==> src/hdl/mss_consts.vh <==
// constants for the serial port master: register offsets, bit fields, resets
// assumes inclusion by bare name from the design files
`ifndef MSS_CONSTS_VH
`define MSS_CONSTS_VH
`define MSS_CLK_HZ        20000000
// register offsets on the plain register port
`define MSS_OFS_RELOAD    3'h0
`define MSS_OFS_BUF       3'h1
`define MSS_OFS_CON1      3'h2
`define MSS_OFS_CON2      3'h3
`define MSS_OFS_CON3      3'h4
`define MSS_OFS_MASK      3'h5
`define MSS_OFS_STATUS    3'h6
`define MSS_OFS_FLAGS     3'h7
// reset values
`define MSS_RST_BYTE      8'h00
// control one fields
`define MSS_C1_WCOL       7
`define MSS_C1_OVF        6
`define MSS_C1_EN         5
// control two fields
`define MSS_C2_ACKSTAT    6
`define MSS_C2_ACKDT      5
`define MSS_C2_ACKEN      4
`define MSS_C2_RCEN       3
`define MSS_C2_PEN        2
`define MSS_C2_RSEN       1
`define MSS_C2_SEN        0
// status fields
`define MSS_ST_STOP       4
`define MSS_ST_START      3
`define MSS_ST_TXACT      2
`define MSS_ST_BF         0
// flag register fields
`define MSS_FL_BCOL       0
`define MSS_FL_EVENT      1
// bit counter
`define MSS_LAST_DATA     4'h7
`define MSS_ACK_BIT       4'h8
`endif

==> src/hdl/mss_sync.v <==
// two-flop synchroniser for the two bus lines
// assumes asynchronous pin levels and one system clock
`timescale 1ns/1ns
module mss_sync (
  // system
  input  wire       clock,
  input  wire       rst_n,
  // pins in, synchronised out
  input  wire [1:0] pin_in,
  output reg  [1:0] pin_sync
);
  reg [1:0] meta_r;

  // lines idle high, so reset to high
  always @(posedge clock) begin
    if (!rst_n) begin
      meta_r   <= 2'h3;
      pin_sync <= 2'h3;
    end else begin
      meta_r   <= pin_in;
      pin_sync <= meta_r;
    end
  end
endmodule

==> src/hdl/mss_baud.v <==
// baud generator: down counter from the reload value, one tick per rollover
// assumes load and run come from logic on the same clock
`timescale 1ns/1ns
module mss_baud (
  // system
  input  wire       clock,
  input  wire       rst_n,
  // control
  input  wire [7:0] reload,
  input  wire       load,
  input  wire       run,
  // rollover
  output wire       tick
);
  reg [7:0] cnt_r;
  reg       pre_r;

  // counter steps at half the clock rate, so one rollover is 2*(reload+1) clocks
  assign tick = run & pre_r & ~load & (cnt_r == 8'h00);

  always @(posedge clock) begin
    if (!rst_n) begin
      cnt_r <= 8'h00;
      pre_r <= 1'b0;
    end else if (load) begin
      cnt_r <= reload;
      pre_r <= 1'b0;
    end else if (run) begin
      pre_r <= ~pre_r;
      if (pre_r) begin
        if (cnt_r == 8'h00)
          cnt_r <= reload;
        else
          cnt_r <= cnt_r - 8'h01;
      end
    end
  end
endmodule

==> src/hdl/mss_master.v <==
// serial port master with bus arbitration, collision handling and baud timing
// assumes open-drain lines resolved outside; registers on a plain strobe port
`timescale 1ns/1ns
`include "mss_consts.vh"
// Summary of operation
// - a released-high data bit read low is a collision; flag and go idle
// - collision in a byte stops shifting, clears buffer full, releases both lines
// - collision in start, restart, stop or ack aborts and clears its enable bit
// - after losing, watch the bus and raise the event flag on a stop
// - a buffer write after a collision starts again from the top bit
// - either line low when a start begins aborts it with a collision
// - start: data high loads the generator; clock low meanwhile is a collision
// - data pulled low in the first start count: reload and drive data at once
// - else data low at count end, count again ignoring clock, then clock low
// - restart: release data, count, release clock; data low then is collision
// - restart count: data falling is fine, clock falling first is collision
// - both high at timeout: data low, count again, then clock low, done
// - stop: data low, release clock, count once high, then check data
// - stop: clock low after release before data is let go is a collision
// - generator reloads from the baud register and starts on a buffer write
// - generator stops when the operation ends; clock line keeps its level
// - two reloads per bus clock; bus rate is clock over 4*(reload+1)
module mss_master (
  // system
  input  wire       clock,
  input  wire       rst_n,
  // register port
  input  wire [2:0] addr,
  input  wire [7:0] wdata,
  input  wire       wr,
  input  wire       rd,
  output reg  [7:0] rdata,
  // data line
  input  wire       sda_in,
  output reg        sda_out,
  output reg        sda_oe,
  // clock line
  input  wire       scl_in,
  output reg        scl_out,
  output reg        scl_oe
);
  localparam ST_IDLE = 4'h0;
  localparam ST_SA   = 4'h1;
  localparam ST_SB   = 4'h2;
  localparam ST_RA   = 4'h3;
  localparam ST_RB   = 4'h4;
  localparam ST_RC   = 4'h5;
  localparam ST_RD   = 4'h6;
  localparam ST_PA   = 4'h7;
  localparam ST_PB   = 4'h8;
  localparam ST_PC   = 4'h9;
  localparam ST_PD   = 4'ha;
  localparam ST_XL   = 4'hb;
  localparam ST_XW   = 4'hc;
  localparam ST_XH   = 4'hd;

  reg  [3:0] state_r;
  reg  [7:0] reload_r;
  reg  [7:0] shift_r;
  reg  [7:0] con1_r;
  reg  [7:0] con2_r;
  reg  [7:0] con3_r;
  reg  [7:0] mask_r;
  reg        bf_r;
  reg        stop_r;
  reg        start_r;
  reg        bcol_r;
  reg        event_r;
  reg        lost_r;
  reg        ack_mode_r;
  reg  [3:0] bit_r;
  reg        load_r;
  reg        sda_p_r;
  reg        scl_p_r;
  reg        coll;
  reg  [7:0] rd_val;
  wire [1:0] line_s;
  wire       sda_s;
  wire       scl_s;
  wire       tick;
  wire       idle;
  wire       tx_bit;
  wire       start_det;
  wire       stop_det;

  assign sda_s     = line_s[0];
  assign scl_s     = line_s[1];
  assign idle      = (state_r == ST_IDLE);
  assign tx_bit    = ack_mode_r ? con2_r[`MSS_C2_ACKDT] :
                     (bit_r == `MSS_ACK_BIT) ? 1'b1 : shift_r[7];
  assign start_det = scl_s & scl_p_r & sda_p_r & ~sda_s;
  assign stop_det  = scl_s & scl_p_r & ~sda_p_r & sda_s;

  mss_sync u_sync (
    .clock    (clock),
    .rst_n    (rst_n),
    .pin_in   ({scl_in, sda_in}),
    .pin_sync (line_s)
  );

  mss_baud u_baud (
    .clock  (clock),
    .rst_n  (rst_n),
    .reload (reload_r),
    .load   (load_r),
    .run    (~idle),
    .tick   (tick)
  );

  // collision detection per phase
  always @* begin
    coll = 1'b0;
    case (state_r)
      ST_SA: coll = sda_s & ~scl_s;
      ST_RC: coll = sda_s & ~scl_s;
      ST_PC: coll = ~scl_s;
      ST_PD: coll = tick & ~sda_s;
      ST_XH: coll = ~ack_mode_r & (bit_r == `MSS_ACK_BIT) ? 1'b0 :
                    (tx_bit & ~sda_s);
      default: coll = 1'b0;
    endcase
  end

  always @* begin
    case (addr)
      `MSS_OFS_RELOAD: rd_val = reload_r;
      `MSS_OFS_BUF:    rd_val = shift_r;
      `MSS_OFS_CON1:   rd_val = con1_r;
      `MSS_OFS_CON2:   rd_val = con2_r;
      `MSS_OFS_CON3:   rd_val = con3_r;
      `MSS_OFS_MASK:   rd_val = mask_r;
      `MSS_OFS_STATUS: rd_val = {3'h0, stop_r, start_r, ~idle, 1'b0, bf_r};
      `MSS_OFS_FLAGS:  rd_val = {6'h00, event_r, bcol_r};
      default:         rd_val = 8'h00;
    endcase
  end

  always @(posedge clock) begin
    if (!rst_n) begin
      state_r    <= ST_IDLE;
      reload_r   <= `MSS_RST_BYTE;
      shift_r    <= `MSS_RST_BYTE;
      con1_r     <= `MSS_RST_BYTE;
      con2_r     <= `MSS_RST_BYTE;
      con3_r     <= `MSS_RST_BYTE;
      mask_r     <= `MSS_RST_BYTE;
      bf_r       <= 1'b0;
      stop_r     <= 1'b0;
      start_r    <= 1'b0;
      bcol_r     <= 1'b0;
      event_r    <= 1'b0;
      lost_r     <= 1'b0;
      ack_mode_r <= 1'b0;
      bit_r      <= 4'h0;
      load_r     <= 1'b0;
      sda_p_r    <= 1'b1;
      scl_p_r    <= 1'b1;
      rdata      <= 8'h00;
      sda_out    <= 1'b0;
      sda_oe     <= 1'b0;
      scl_out    <= 1'b0;
      scl_oe     <= 1'b0;
    end else begin
      load_r  <= 1'b0;
      sda_p_r <= sda_s;
      scl_p_r <= scl_s;
      rdata   <= rd ? rd_val : 8'h00;
      // software side; hardware sets below override clears in the same cycle
      if (wr) begin
        case (addr)
          `MSS_OFS_RELOAD: reload_r <= wdata;
          `MSS_OFS_CON1:   con1_r <= wdata;
          `MSS_OFS_CON3:   con3_r <= wdata;
          `MSS_OFS_MASK:   mask_r <= wdata;
          `MSS_OFS_FLAGS: begin
            bcol_r  <= bcol_r & wdata[`MSS_FL_BCOL];
            event_r <= event_r & wdata[`MSS_FL_EVENT];
          end
          `MSS_OFS_CON2: begin
            con2_r[7:5] <= {wdata[7], con2_r[6], wdata[5]};
            // sequence enables only take while idle: no queuing
            if (idle && con1_r[`MSS_C1_EN])
              con2_r[4:0] <= wdata[4:0];
          end
          `MSS_OFS_BUF: begin
            if (idle && con1_r[`MSS_C1_EN]) begin
              shift_r    <= wdata;
              bit_r      <= 4'h0;
              bf_r       <= 1'b1;
              ack_mode_r <= 1'b0;
              load_r     <= 1'b1;
              sda_oe     <= ~wdata[7];
              scl_oe     <= 1'b1;
              state_r    <= ST_XL;
            end else begin
              con1_r[`MSS_C1_WCOL] <= 1'b1;
            end
          end
          default: ;
        endcase
      end
      // bus monitor keeps running after a loss; placed after the write so a stop wins
      if (start_det) begin
        start_r <= 1'b1;
        stop_r  <= 1'b0;
      end
      if (stop_det) begin
        stop_r  <= 1'b1;
        start_r <= 1'b0;
        if (lost_r) begin
          event_r <= 1'b1;
          lost_r  <= 1'b0;
        end
      end
      if (!con1_r[`MSS_C1_EN]) begin
        state_r <= ST_IDLE;
        sda_oe  <= 1'b0;
        scl_oe  <= 1'b0;
        stop_r  <= 1'b0;
        start_r <= 1'b0;
      end else if (coll) begin
        state_r       <= ST_IDLE;
        bcol_r        <= 1'b1;
        lost_r        <= 1'b1;
        bf_r          <= 1'b0;
        sda_oe        <= 1'b0;
        scl_oe        <= 1'b0;
        con2_r[4:0]   <= 5'h00;
      end else begin
        case (state_r)
          ST_IDLE: begin
            if (con2_r[`MSS_C2_SEN]) begin
              if (!sda_s || !scl_s) begin
                bcol_r               <= 1'b1;
                lost_r               <= 1'b1;
                con2_r[`MSS_C2_SEN]  <= 1'b0;
                sda_oe               <= 1'b0;
                scl_oe               <= 1'b0;
              end else begin
                load_r  <= 1'b1;
                state_r <= ST_SA;
              end
            end else if (con2_r[`MSS_C2_RSEN]) begin
              sda_oe  <= 1'b0;
              scl_oe  <= 1'b1;
              load_r  <= 1'b1;
              state_r <= ST_RA;
            end else if (con2_r[`MSS_C2_PEN]) begin
              sda_oe  <= 1'b1;
              scl_oe  <= 1'b1;
              load_r  <= 1'b1;
              state_r <= ST_PA;
            end else if (con2_r[`MSS_C2_ACKEN]) begin
              ack_mode_r <= 1'b1;
              sda_oe     <= ~con2_r[`MSS_C2_ACKDT];
              scl_oe     <= 1'b1;
              load_r     <= 1'b1;
              state_r    <= ST_XL;
            end
          end
          ST_SA: begin
            if (!sda_s || tick) begin
              sda_oe  <= 1'b1;
              load_r  <= 1'b1;
              state_r <= ST_SB;
            end
          end
          ST_SB: begin
            if (tick) begin
              scl_oe              <= 1'b1;
              con2_r[`MSS_C2_SEN] <= 1'b0;
              event_r             <= 1'b1;
              state_r             <= ST_IDLE;
            end
          end
          ST_RA: begin
            if (tick) begin
              scl_oe  <= 1'b0;
              state_r <= ST_RB;
            end
          end
          ST_RB: begin
            if (scl_s) begin
              if (!sda_s) begin
                bcol_r       <= 1'b1;
                lost_r       <= 1'b1;
                con2_r[4:0]  <= 5'h00;
                state_r      <= ST_IDLE;
              end else begin
                load_r  <= 1'b1;
                state_r <= ST_RC;
              end
            end
          end
          ST_RC: begin
            // another master pulling data low first is not a collision
            if (!sda_s || tick) begin
              sda_oe  <= 1'b1;
              load_r  <= 1'b1;
              state_r <= ST_RD;
            end
          end
          ST_RD: begin
            if (tick) begin
              scl_oe               <= 1'b1;
              con2_r[`MSS_C2_RSEN] <= 1'b0;
              event_r              <= 1'b1;
              state_r              <= ST_IDLE;
            end
          end
          ST_PA: begin
            if (tick && !sda_s) begin
              scl_oe  <= 1'b0;
              state_r <= ST_PB;
            end
          end
          ST_PB: begin
            if (scl_s) begin
              load_r  <= 1'b1;
              state_r <= ST_PC;
            end
          end
          ST_PC: begin
            if (tick) begin
              sda_oe  <= 1'b0;
              load_r  <= 1'b1;
              state_r <= ST_PD;
            end
          end
          ST_PD: begin
            if (tick) begin
              con2_r[`MSS_C2_PEN] <= 1'b0;
              event_r             <= 1'b1;
              state_r             <= ST_IDLE;
            end
          end
          ST_XL: begin
            if (tick) begin
              scl_oe  <= 1'b0;
              state_r <= ST_XW;
            end
          end
          ST_XW: begin
            // waits for the slowest party holding the clock low
            if (scl_s) begin
              load_r  <= 1'b1;
              state_r <= ST_XH;
            end
          end
          ST_XH: begin
            if (tick) begin
              scl_oe <= 1'b1;
              if (ack_mode_r) begin
                con2_r[`MSS_C2_ACKEN] <= 1'b0;
                ack_mode_r            <= 1'b0;
                event_r               <= 1'b1;
                state_r               <= ST_IDLE;
              end else if (bit_r == `MSS_ACK_BIT) begin
                con2_r[`MSS_C2_ACKSTAT] <= sda_s;
                event_r                 <= 1'b1;
                state_r                 <= ST_IDLE;
              end else begin
                if (bit_r == `MSS_LAST_DATA)
                  bf_r <= 1'b0;
                shift_r <= {shift_r[6:0], 1'b0};
                bit_r   <= bit_r + 4'h1;
                sda_oe  <= (bit_r == `MSS_LAST_DATA) ? 1'b0 : ~shift_r[6];
                state_r <= ST_XL;
              end
            end
          end
          default: state_r <= ST_IDLE;
        endcase
      end
    end
  end
endmodule

==> config.mk <==
export PLATFORM = sky130hd
export DESIGN_NAME = mss_master
export DESIGN_NICKNAME = d
export VERILOG_FILES = /design/src/hdl/mss_sync.v /design/src/hdl/mss_baud.v /design/src/hdl/mss_master.v
export VERILOG_INCLUDE_DIRS = /design/src /design/src/hdl
export SDC_FILE = /design/constraint.sdc
export NUM_CORES = 1
export LEC_CHECK = 0
export ABC_CLOCK_PERIOD_IN_PS = 4950
export BUFFER_PORTS_ARGS = -buffer_cell sky130_fd_sc_hd__buf_4
export CAP_MARGIN = 20
export CELL_PAD_IN_SITES_DETAIL_PLACEMENT = 0
export CELL_PAD_IN_SITES_GLOBAL_PLACEMENT = 2
export CORE_ASPECT_RATIO = 1.25
export CORE_MARGIN = 8
export CORE_UTILIZATION = 39
export CTS_CLUSTER_DIAMETER = 50
export DETAILED_ROUTE_END_ITERATION = 8
export PLACE_DENSITY = 0.93
export SLEW_MARGIN = 20
export SYNTH_ARGS = -nofsm -noshare
export SYNTH_HDL_FRONTEND = slang
export SYNTH_SLANG_ARGS = --single-unit
==> constraint.sdc <==
create_clock -name clock -period 4.95 [get_ports clock]
set_input_delay 0.495 -clock clock [delete_from_list [all_inputs] [get_ports clock]]
set_output_delay 0.495 -clock clock [all_outputs]
set_load 0.01 [all_outputs]
==> out/summary.md, run 1 <==
Across the run, the number of max-cap violations was 0. The die covers 0.0167 mm^2. The clock net in this run drives a total of 89 sinks.

The logs give 0 for the number of antenna violations at the first check in global routing and 4556 for the count of vias placed by the detailed router. In this run the horizontal extent of the chip is 117 um. The clock tree synthesis step divided the H-tree into 3 levels. The fraction of final layout cells with drive strength greater than 1 is 0.105. Data on the critical path is required at its endpoint by 5.18 ns. The die is 143 um tall.

In the final routed layout, each cell accounts on average for 18.8 um. The share of the clock period used by the worst path after layout was 0.602. TritonCTS built the clock tree. Detailed placement finished with a half-perimeter wire length of 10600 um. The number of hold buffers added after CTS was 0.

The wire length after detailed routing was 15000 um. The highest metal layer carrying signal wires in the routed design is met4. The run gives 0.357 as the sequential cell area fraction in the yosys report.

The initialized floorplan defines 46 standard-cell rows. The antenna violation net count after detailed routing came out at 0. The final design utilization is 0.438, and the via count of the first global-routing pass is 4257. The total power density per cell area was 287 mW/mm^2; the multi-input logic area was 0.00295 mm^2.

The run finished with clean final reports. Buffers placed on the I/O ports in this run total 26. Setup violations remaining at the end of the flow were counted as 0. After filler insertion, the fill cell instance count of the layout stands at 1281. For this run, the post-layout net count is 645. STA classifies the critical path endpoint as a register.

The tools report the number of max-slew violations in the final report as 0. The logs give 821 um for the met3 routed wirelength and 9 for the number of CTS-inserted buffers. Synthesis instantiated 70 different standard cells from the library. The all-layer global routing usage came out at 0.183. The root buffer cell chosen for the clock tree is sky130_fd_sc_hd__clkbuf_16.

The run gives 6340 um as the routed metal-1 wirelength. Reg2reg setup slack: 1.97 ns. The tightest min-delay check is of the input port to register type. The maximum number of buffers from clock root to sink is 2. Setup TNS after final layout: 0 ns. Start-to-end type of the worst setup path: register to register. The tools report the routed wire length on met2 as 7460 um. For the pin with the worst max-slew slack, the measured transition is 0.990 ns. The region available for standard cell placement spans 0.0126 mm^2. The congestion estimate from routability-driven global placement came to 0.854.

The first global-routing pass estimated 23600 um of wire. The remaining max-slew budget at the tightest pin is 0.339, and the number of synthesized register bits is 89. The storage element area was 0.00178 mm^2. The number of instances in the synthesized netlist is 631. The CTS clock-pin slew for the worst setup and hold paths is 0.06 ns, and the count of boundary I/O pins is 29. The run gives 8 as the length of the first detailed-routing pass in iterations.

Gates resized during post-CTS repair numbered 0. The worst voltage drop across the vdd grid was 0.000132 V; the number of inserted diodes was 0. The worst setup path is launched from a register.

The prevailing post-synth register cell was sky130_fd_sc_hd__dfxtp_1. The final critical path time including I/O delays and setup is 2.98 ns, and the clock tree skew after final layout is 0.00740 ns. Highest fanout seen on the critical path: 27.

Yosys mapped a number of flops with a built-in enable equal to 0. Setup repair after global routing left no endpoint under its margin. For this run, design rule violations remaining after detail routing come to 0.

The synthesized area divided by synthesized cell count works out to 7.92 um^2. The effective utilization at floorplan was 0.396; the post-synthesis instance area was 0.00500 mm^2. Routed via count divided by cell count: 5.72. The top achievable clock speed came out at 336 MHz. After detailed placement, the design holds a cell count of 780. For this block, the initial DRC count from the detailed router was 493. From synthesis to final layout, the design area changed by 10.4%. The proportion of synthesized flip-flops having asynchronous set or reset was 0.

Summed over all cells, the static leakage comes to 2.04 nW. Number of hold-slack violations in the final timing report: 0. For this run the aggregate overflow at the end of global routing stands at 0. The count of cells in the finished layout, fillers not included, comes to 797. The later pin in the worst-skew pair is clocked with a latency of 0.34 ns. The run gives 76 as the maximum number of pins on one net before global-route repair. During synthesis, Yosys emitted a total of 0 warnings. In this run the post-CTS setup repair buffer count came out at 0. Data on the critical path arrives at its endpoint at 3.21 ns.
[power breakdown]
group	internal, mW	total, mW	switching, mW
sequential	0.726	0.735	0.00918
clock	0.458	0.747	0.289
combinational	0.0373	0.0987	0.0614
total	1.22	1.58	0.359
[metal layers]
layer,up-vias,global-route usage
li1,2217,-
met1,2167,0.230
met2,145,0.297
met3,27,0.0318
met4,0,0.0824
met5,-,0
[synthesized netlist by cell type (all sizes together) (4+ instances only)]
cell type / n / share of area
nand2: 104 / 0.078
ha: 4 / 0.010
inv: 15 / 0.011
dfxtp: 89 / 0.36
o22ai: 4 / 0.0050
nand4: 6 / 0.0075
clkbuf: 31 / 0.023
o211a: 7 / 0.014
o21ai: 39 / 0.039
o211ai: 10 / 0.015
nor3: 10 / 0.012
nand3: 20 / 0.025
nand3b: 4 / 0.0085
a21boi: 28 / 0.042
mux2i: 24 / 0.048
a211oi: 7 / 0.011
a21oi: 31 / 0.031
o21a: 5 / 0.0075
a31oi: 13 / 0.021
and2: 5 / 0.0063
buf: 15 / 0.021
nor2: 58 / 0.044
nor2b: 20 / 0.025
nand2b: 22 / 0.028
a22oi: 5 / 0.0075
and3: 5 / 0.0063
nor4: 5 / 0.0063
[layout make-up]
type / instances / share of cell area
Clock buffer: 12 / 0.0447
Clock inverter: 4 / 0.0138
Tap cell: 168 / 0.0381
Sequential cell: 89 / 0.323
Inverter: 15 / 0.0102
Timing Repair Buffer: 27 / 0.0363
Multi-Input combinational cell: 482 / 0.534
[critical path, cell delays in order (launching register included)]
cell and delay (ns):
sky130_fd_sc_hd__dfxtp_1 0.97, sky130_fd_sc_hd__or4_4 0.34, sky130_fd_sc_hd__nand3b_4 0.09, sky130_fd_sc_hd__nor2_1 0.73, sky130_fd_sc_hd__o21ai_0 0.32, sky130_fd_sc_hd__a2111oi_4 0.40
[sequential cells by signal (all words and copies together), names as in the netlist, 8 cells and up]
| signal | cells |
|---|---|
| reload_r | 8 |
| mask_r | 8 |
| con1_r | 8 |
| shift_r | 8 |
| u_baud.cnt_r | 8 |
| con2_r | 8 |
| con3_r | 8 |
| rdata | 8 |
[path summary, 6_finish.rpt]
kind                         start  depth (start not counted)                  to
setup / recovery        state_r[1]                          5              load_r
hold / removal              sda_in                          2    u_sync.meta_r[0]
setup reg to reg        state_r[1]                          5              load_r
hold reg to reg   u_sync.meta_r[1]                          1  u_sync.pin_sync[1]
[metrics by stage]
| stage | hold slack [ns] | total power [mW] | worst slack (ns) | instance area (um^2) |
|---|---|---|---|---|
| 6_report | 0.345 | 1.58 | 1.97 | 5520 |
| 5_1_grt | 0.339 | 1.64 | 1.74 | 5520 |
| 4_1_cts | 0.340 | 1.59 | 2.03 | 5510 |
| 3_5_place_dp | 0.393 | 0.850 | 2.03 | 5190 |
| 3_3_place_gp | 0.389 | 0.849 | 2.16 | 5190 |
| 2_1_floorplan | 0.386 | 0.812 | 2.82 | 5000 |
[cell families after synthesis]
logic type | count (synthesis) | synth area share
muxes | 26 | 0.0548
xor gates and xnor gates | 1 | 0.00175
AOI/OAI and AO/OA | 177 | 0.251
and+or+nand+nor | 272 | 0.269
buffers and inverters | 61 | 0.0551
adders and majority gates | 4 | 0.0100
DFF | 89 | 0.357
other | 1 | 0.000751
[layout by cell type (no fill, tap or decap), drive strengths merged, types with 3 or more instances in the layout]
| master | netlist | routed |
|---|---|---|
| nand2b | 22 | 22 |
| a41oi | 3 | 3 |
| a211oi | 7 | 7 |
| nand4 | 6 | 6 |
| nand2 | 104 | 104 |
| nor2 | 58 | 58 |
| nor4b | 3 | 3 |
| o211ai | 10 | 10 |
| dfxtp | 89 | 89 |
| nor4 | 5 | 5 |
| o211a | 7 | 7 |
| a22oi | 5 | 5 |
| and2 | 5 | 5 |
| or3 | 3 | 3 |
| nor2b | 20 | 20 |
| inv | 15 | 15 |
| ha | 4 | 4 |
| and3 | 5 | 5 |
| mux2i | 24 | 24 |
| a21oi | 31 | 31 |
| o221a | 3 | 3 |
| a31oi | 13 | 13 |
| o21a | 5 | 5 |
| buf | 15 | 26 |
| clkbuf | 31 | 13 |
| o22ai | 4 | 4 |
| or2 | 3 | 3 |
| o21ai | 39 | 39 |
| nand3 | 20 | 20 |
| nor3 | 10 | 10 |
| a21boi | 28 | 28 |
| nand3b | 4 | 4 |
Note: power is estimated with default switching activity, not from simulation.
==> inputs of run 2 (changes only) <==
Settings changed: ABC_CLOCK_PERIOD_IN_PS 4950 to 2620, CORE_UTILIZATION 39 to 33, PLACE_DENSITY 0.93 to 0.85.
Clock period 4.95 ns to 2.62 ns, I/O delays scaled along.
==> out/summary.md, run 2 (same netlist as run 1, synthesis figures left out) <==
The final worst hold slack came out at 0.0931 ns (-0.252 ns). For the filler cell count in the final layout, the log shows 1569 (+22%). The number of CTS-inserted buffers was 9 (unchanged).

The number of placement rows came out at 50 (+8.7%). The tools report the number of remaining DRC errors as 0 (unchanged). The highest layer touched by signal routing is met4. The share of the clock period used by the worst path after layout is 0.889 (+0.287), and the storage element area is 0.00178 mm^2 (unchanged). For the maximum level of the CTS H-tree, the log shows 3 (unchanged). Setup repair after global routing left no endpoint under its margin.

The placed wire-length estimate came out at 11000 um (+4.4%). The die height is 154 um (+7.7%), and the maximum number of pins on one net before global-route repair is 47 (-38%). For the wire length after detailed routing, the log shows 15300 um (+2.0%). The run gives 0.00294 mm^2 (-0.13%) as the multi-input logic area. The fraction of final layout cells with drive strength greater than 1 came out at 0.135 (+0.0302). The CTS clock-pin slew for the worst setup and hold paths is 0.07 ns (about the same), and the slew at the pin closest to its max-slew limit is 0.519 ns (-0.471 ns). For the number of antenna violations at the first check in global routing, the log shows 0 (unchanged). For the clock tree skew after final layout, the log shows 0.00576 ns (-0.00164 ns). The root buffer cell chosen for the clock tree is sky130_fd_sc_hd__clkbuf_16. The category of the worst setup path launch point was a register. For the leakage dissipation, the log shows 2.16 nW (+6.1%).

The length of the first detailed-routing pass in iterations was 5 (-3); the post-CTS resize count was 0 (unchanged). The tools report the setup TNS after final layout as 0 ns (unchanged). The area growth from synthesis to layout is 14.5%. The number of hold-slack violations in the final timing report is 0 (unchanged). The number of port buffers is 26 (unchanged), and the met3 routed wirelength is 612 um (-25%).

The total power density per cell area came out at 543 mW/mm^2 (+90%). The top cell types in the final layout, fill and taps aside, are sky130_fd_sc_hd__nand2_1 (104), sky130_fd_sc_hd__dfxtp_1 (89), sky130_fd_sc_hd__nor2_1 (58). The routed via count divided by cell count works out to 5.52 (-3.4%). Highest fanout seen on the critical path: 19 (-30%). The tools report the number of clock sinks as 89 (unchanged). The start-to-end type of the worst setup path is register to register.

The endpoint required time on the critical path is 2.90 ns (-2.28 ns), and the average wire per cell in the routed design is 18.4 um (-2.4%). The library cell used most frequently in the layout, excluding fill and tap cells, is sky130_fd_sc_hd__nand2_1. The post-CTS setup buffer count came out at 0 (unchanged).

The logs give 0.891 (+4.2%) for the placer congestion estimate and 817 (+4.7%) for the number of cells after detailed placement. The number of inserted diodes was 0 (unchanged); the count of vias placed by the detailed router was 4601 (+0.99%). Layout net count: 667 (+3.4%). The routed wire length on met2 is 7570 um (+1.5%). The tools report the clock insertion delay at the later pin of the skew report as 0.34 ns (about the same). The reg2reg setup slack is 0.29 ns (-1.68 ns), and the total design power is 3.11 mW (+97%). The hold buffer count at CTS came out at 0 (unchanged).

The run finished with clean final reports. The via count of the first global-routing pass was 4501 (+5.7%); the maximum number of buffers from clock root to sink was 2 (unchanged). STA classifies the critical path endpoint as a register. Total congestion overflow after global routing: 0 (unchanged). For the non-filler instance count after layout, the log shows 833 (+4.5%).

The setup-violating endpoint count in the final report is 0 (unchanged), and the final critical path time including I/O delays and setup is 2.33 ns (-0.649 ns). Core area: 0.0149 mm^2 (+18%). The pre-CTS worst setup slack was 0.307 ns (-1.73 ns). The die outline area is 0.0194 mm^2 (+16%), and the count of boundary I/O pins is 29 (unchanged).

The routed metal-1 wirelength was 6750 um (+6.4%). The all-layer global routing usage is 0.160 (-0.0232). The number of violations reported at the end of detailed-routing iteration 0 was 443 (-10%); the data arrival at the endpoint of the critical path was 2.61 ns (-0.60 ns). The logs give 0.653 (+0.314) for the remaining max-slew budget at the tightest pin and 0.290 ns (-1.68 ns) for the worst-case setup margin in the final layout.

For the top achievable clock speed, the log shows 429 MHz (+28%). For the worst voltage drop across the vdd grid, the log shows 0.000301 V (+130%). TritonCTS built the clock tree.

For the antenna violation net count after detailed routing, the log shows 0 (unchanged). The path class of the tightest hold or removal check is input port to register. For the effective utilization at floorplan, the log shows 0.336 (-0.0608). The die extent in x was 126 um (+7.5%). The number of max-slew violations in the final report was 0 (unchanged); the wire length of the first global-routing pass was 24800 um (+4.7%).

The tools report the count of maximum capacitance violations as 0 (unchanged).
==> run 2: cell types whose count changed in the layout (fill, tap and decap cells not counted), sizes merged <==
cell,delta
clkbuf,-2
bufinv,+1
buf,+23
==> run 2: worst max-delay path, stage by stage (launching register included) <==
cell and delay, ns:
sky130_fd_sc_hd__dfxtp_1 0.34, sky130_fd_sc_hd__inv_1 0.07, sky130_fd_sc_hd__ha_1 0.14, sky130_fd_sc_hd__nand2_1 0.06
sky130_fd_sc_hd__or3_1 0.33, sky130_fd_sc_hd__a31oi_2 0.46, sky130_fd_sc_hd__nand3_4 0.30, sky130_fd_sc_hd__or3b_1 0.43
sky130_fd_sc_hd__a21boi_1 0.13
==> run 2: routing by layer <==
layer,track usage,vias to the layer above
met4,0.0563,0
met5,0,-
met1,0.198,2195
li1,-,2264
met3,0.0325,25
met2,0.270,117
==> run 2: final cells by class <==
cell class	instances	area share
inverters	15	0.00984
clock buffers	11	0.0424
repair buffers	49	0.0643
well taps	182	0.0398
multi-input cells	482	0.514
clock inverters	5	0.0179
flip-flops and latches	89	0.311
==> run 2: metrics by stage <==
stage                     area [um^2]  utilization
after floorplan                  5000            -
after global placement           5380        0.361
after detailed placement         5380        0.361
after CTS                        5720        0.384
after global routing             5720        0.384
final                            5720        0.384
==> run 2: path summary, 6_finish.rpt <==
path,to,cells after the start,from
min reg2reg,u_sync.pin_sync[1],1,u_sync.meta_r[1]
min,u_sync.meta_r[0],2,sda_in
max reg2reg,bit_r[2],8,bit_r[0]
max,bit_r[2],8,bit_r[0]
==> run 2: report_power, final <==
part	switching (mW)	internal, mW
logic	0.123	0.0742
registers	0.0138	1.37
clock network	0.567	0.958
total	0.703	2.40
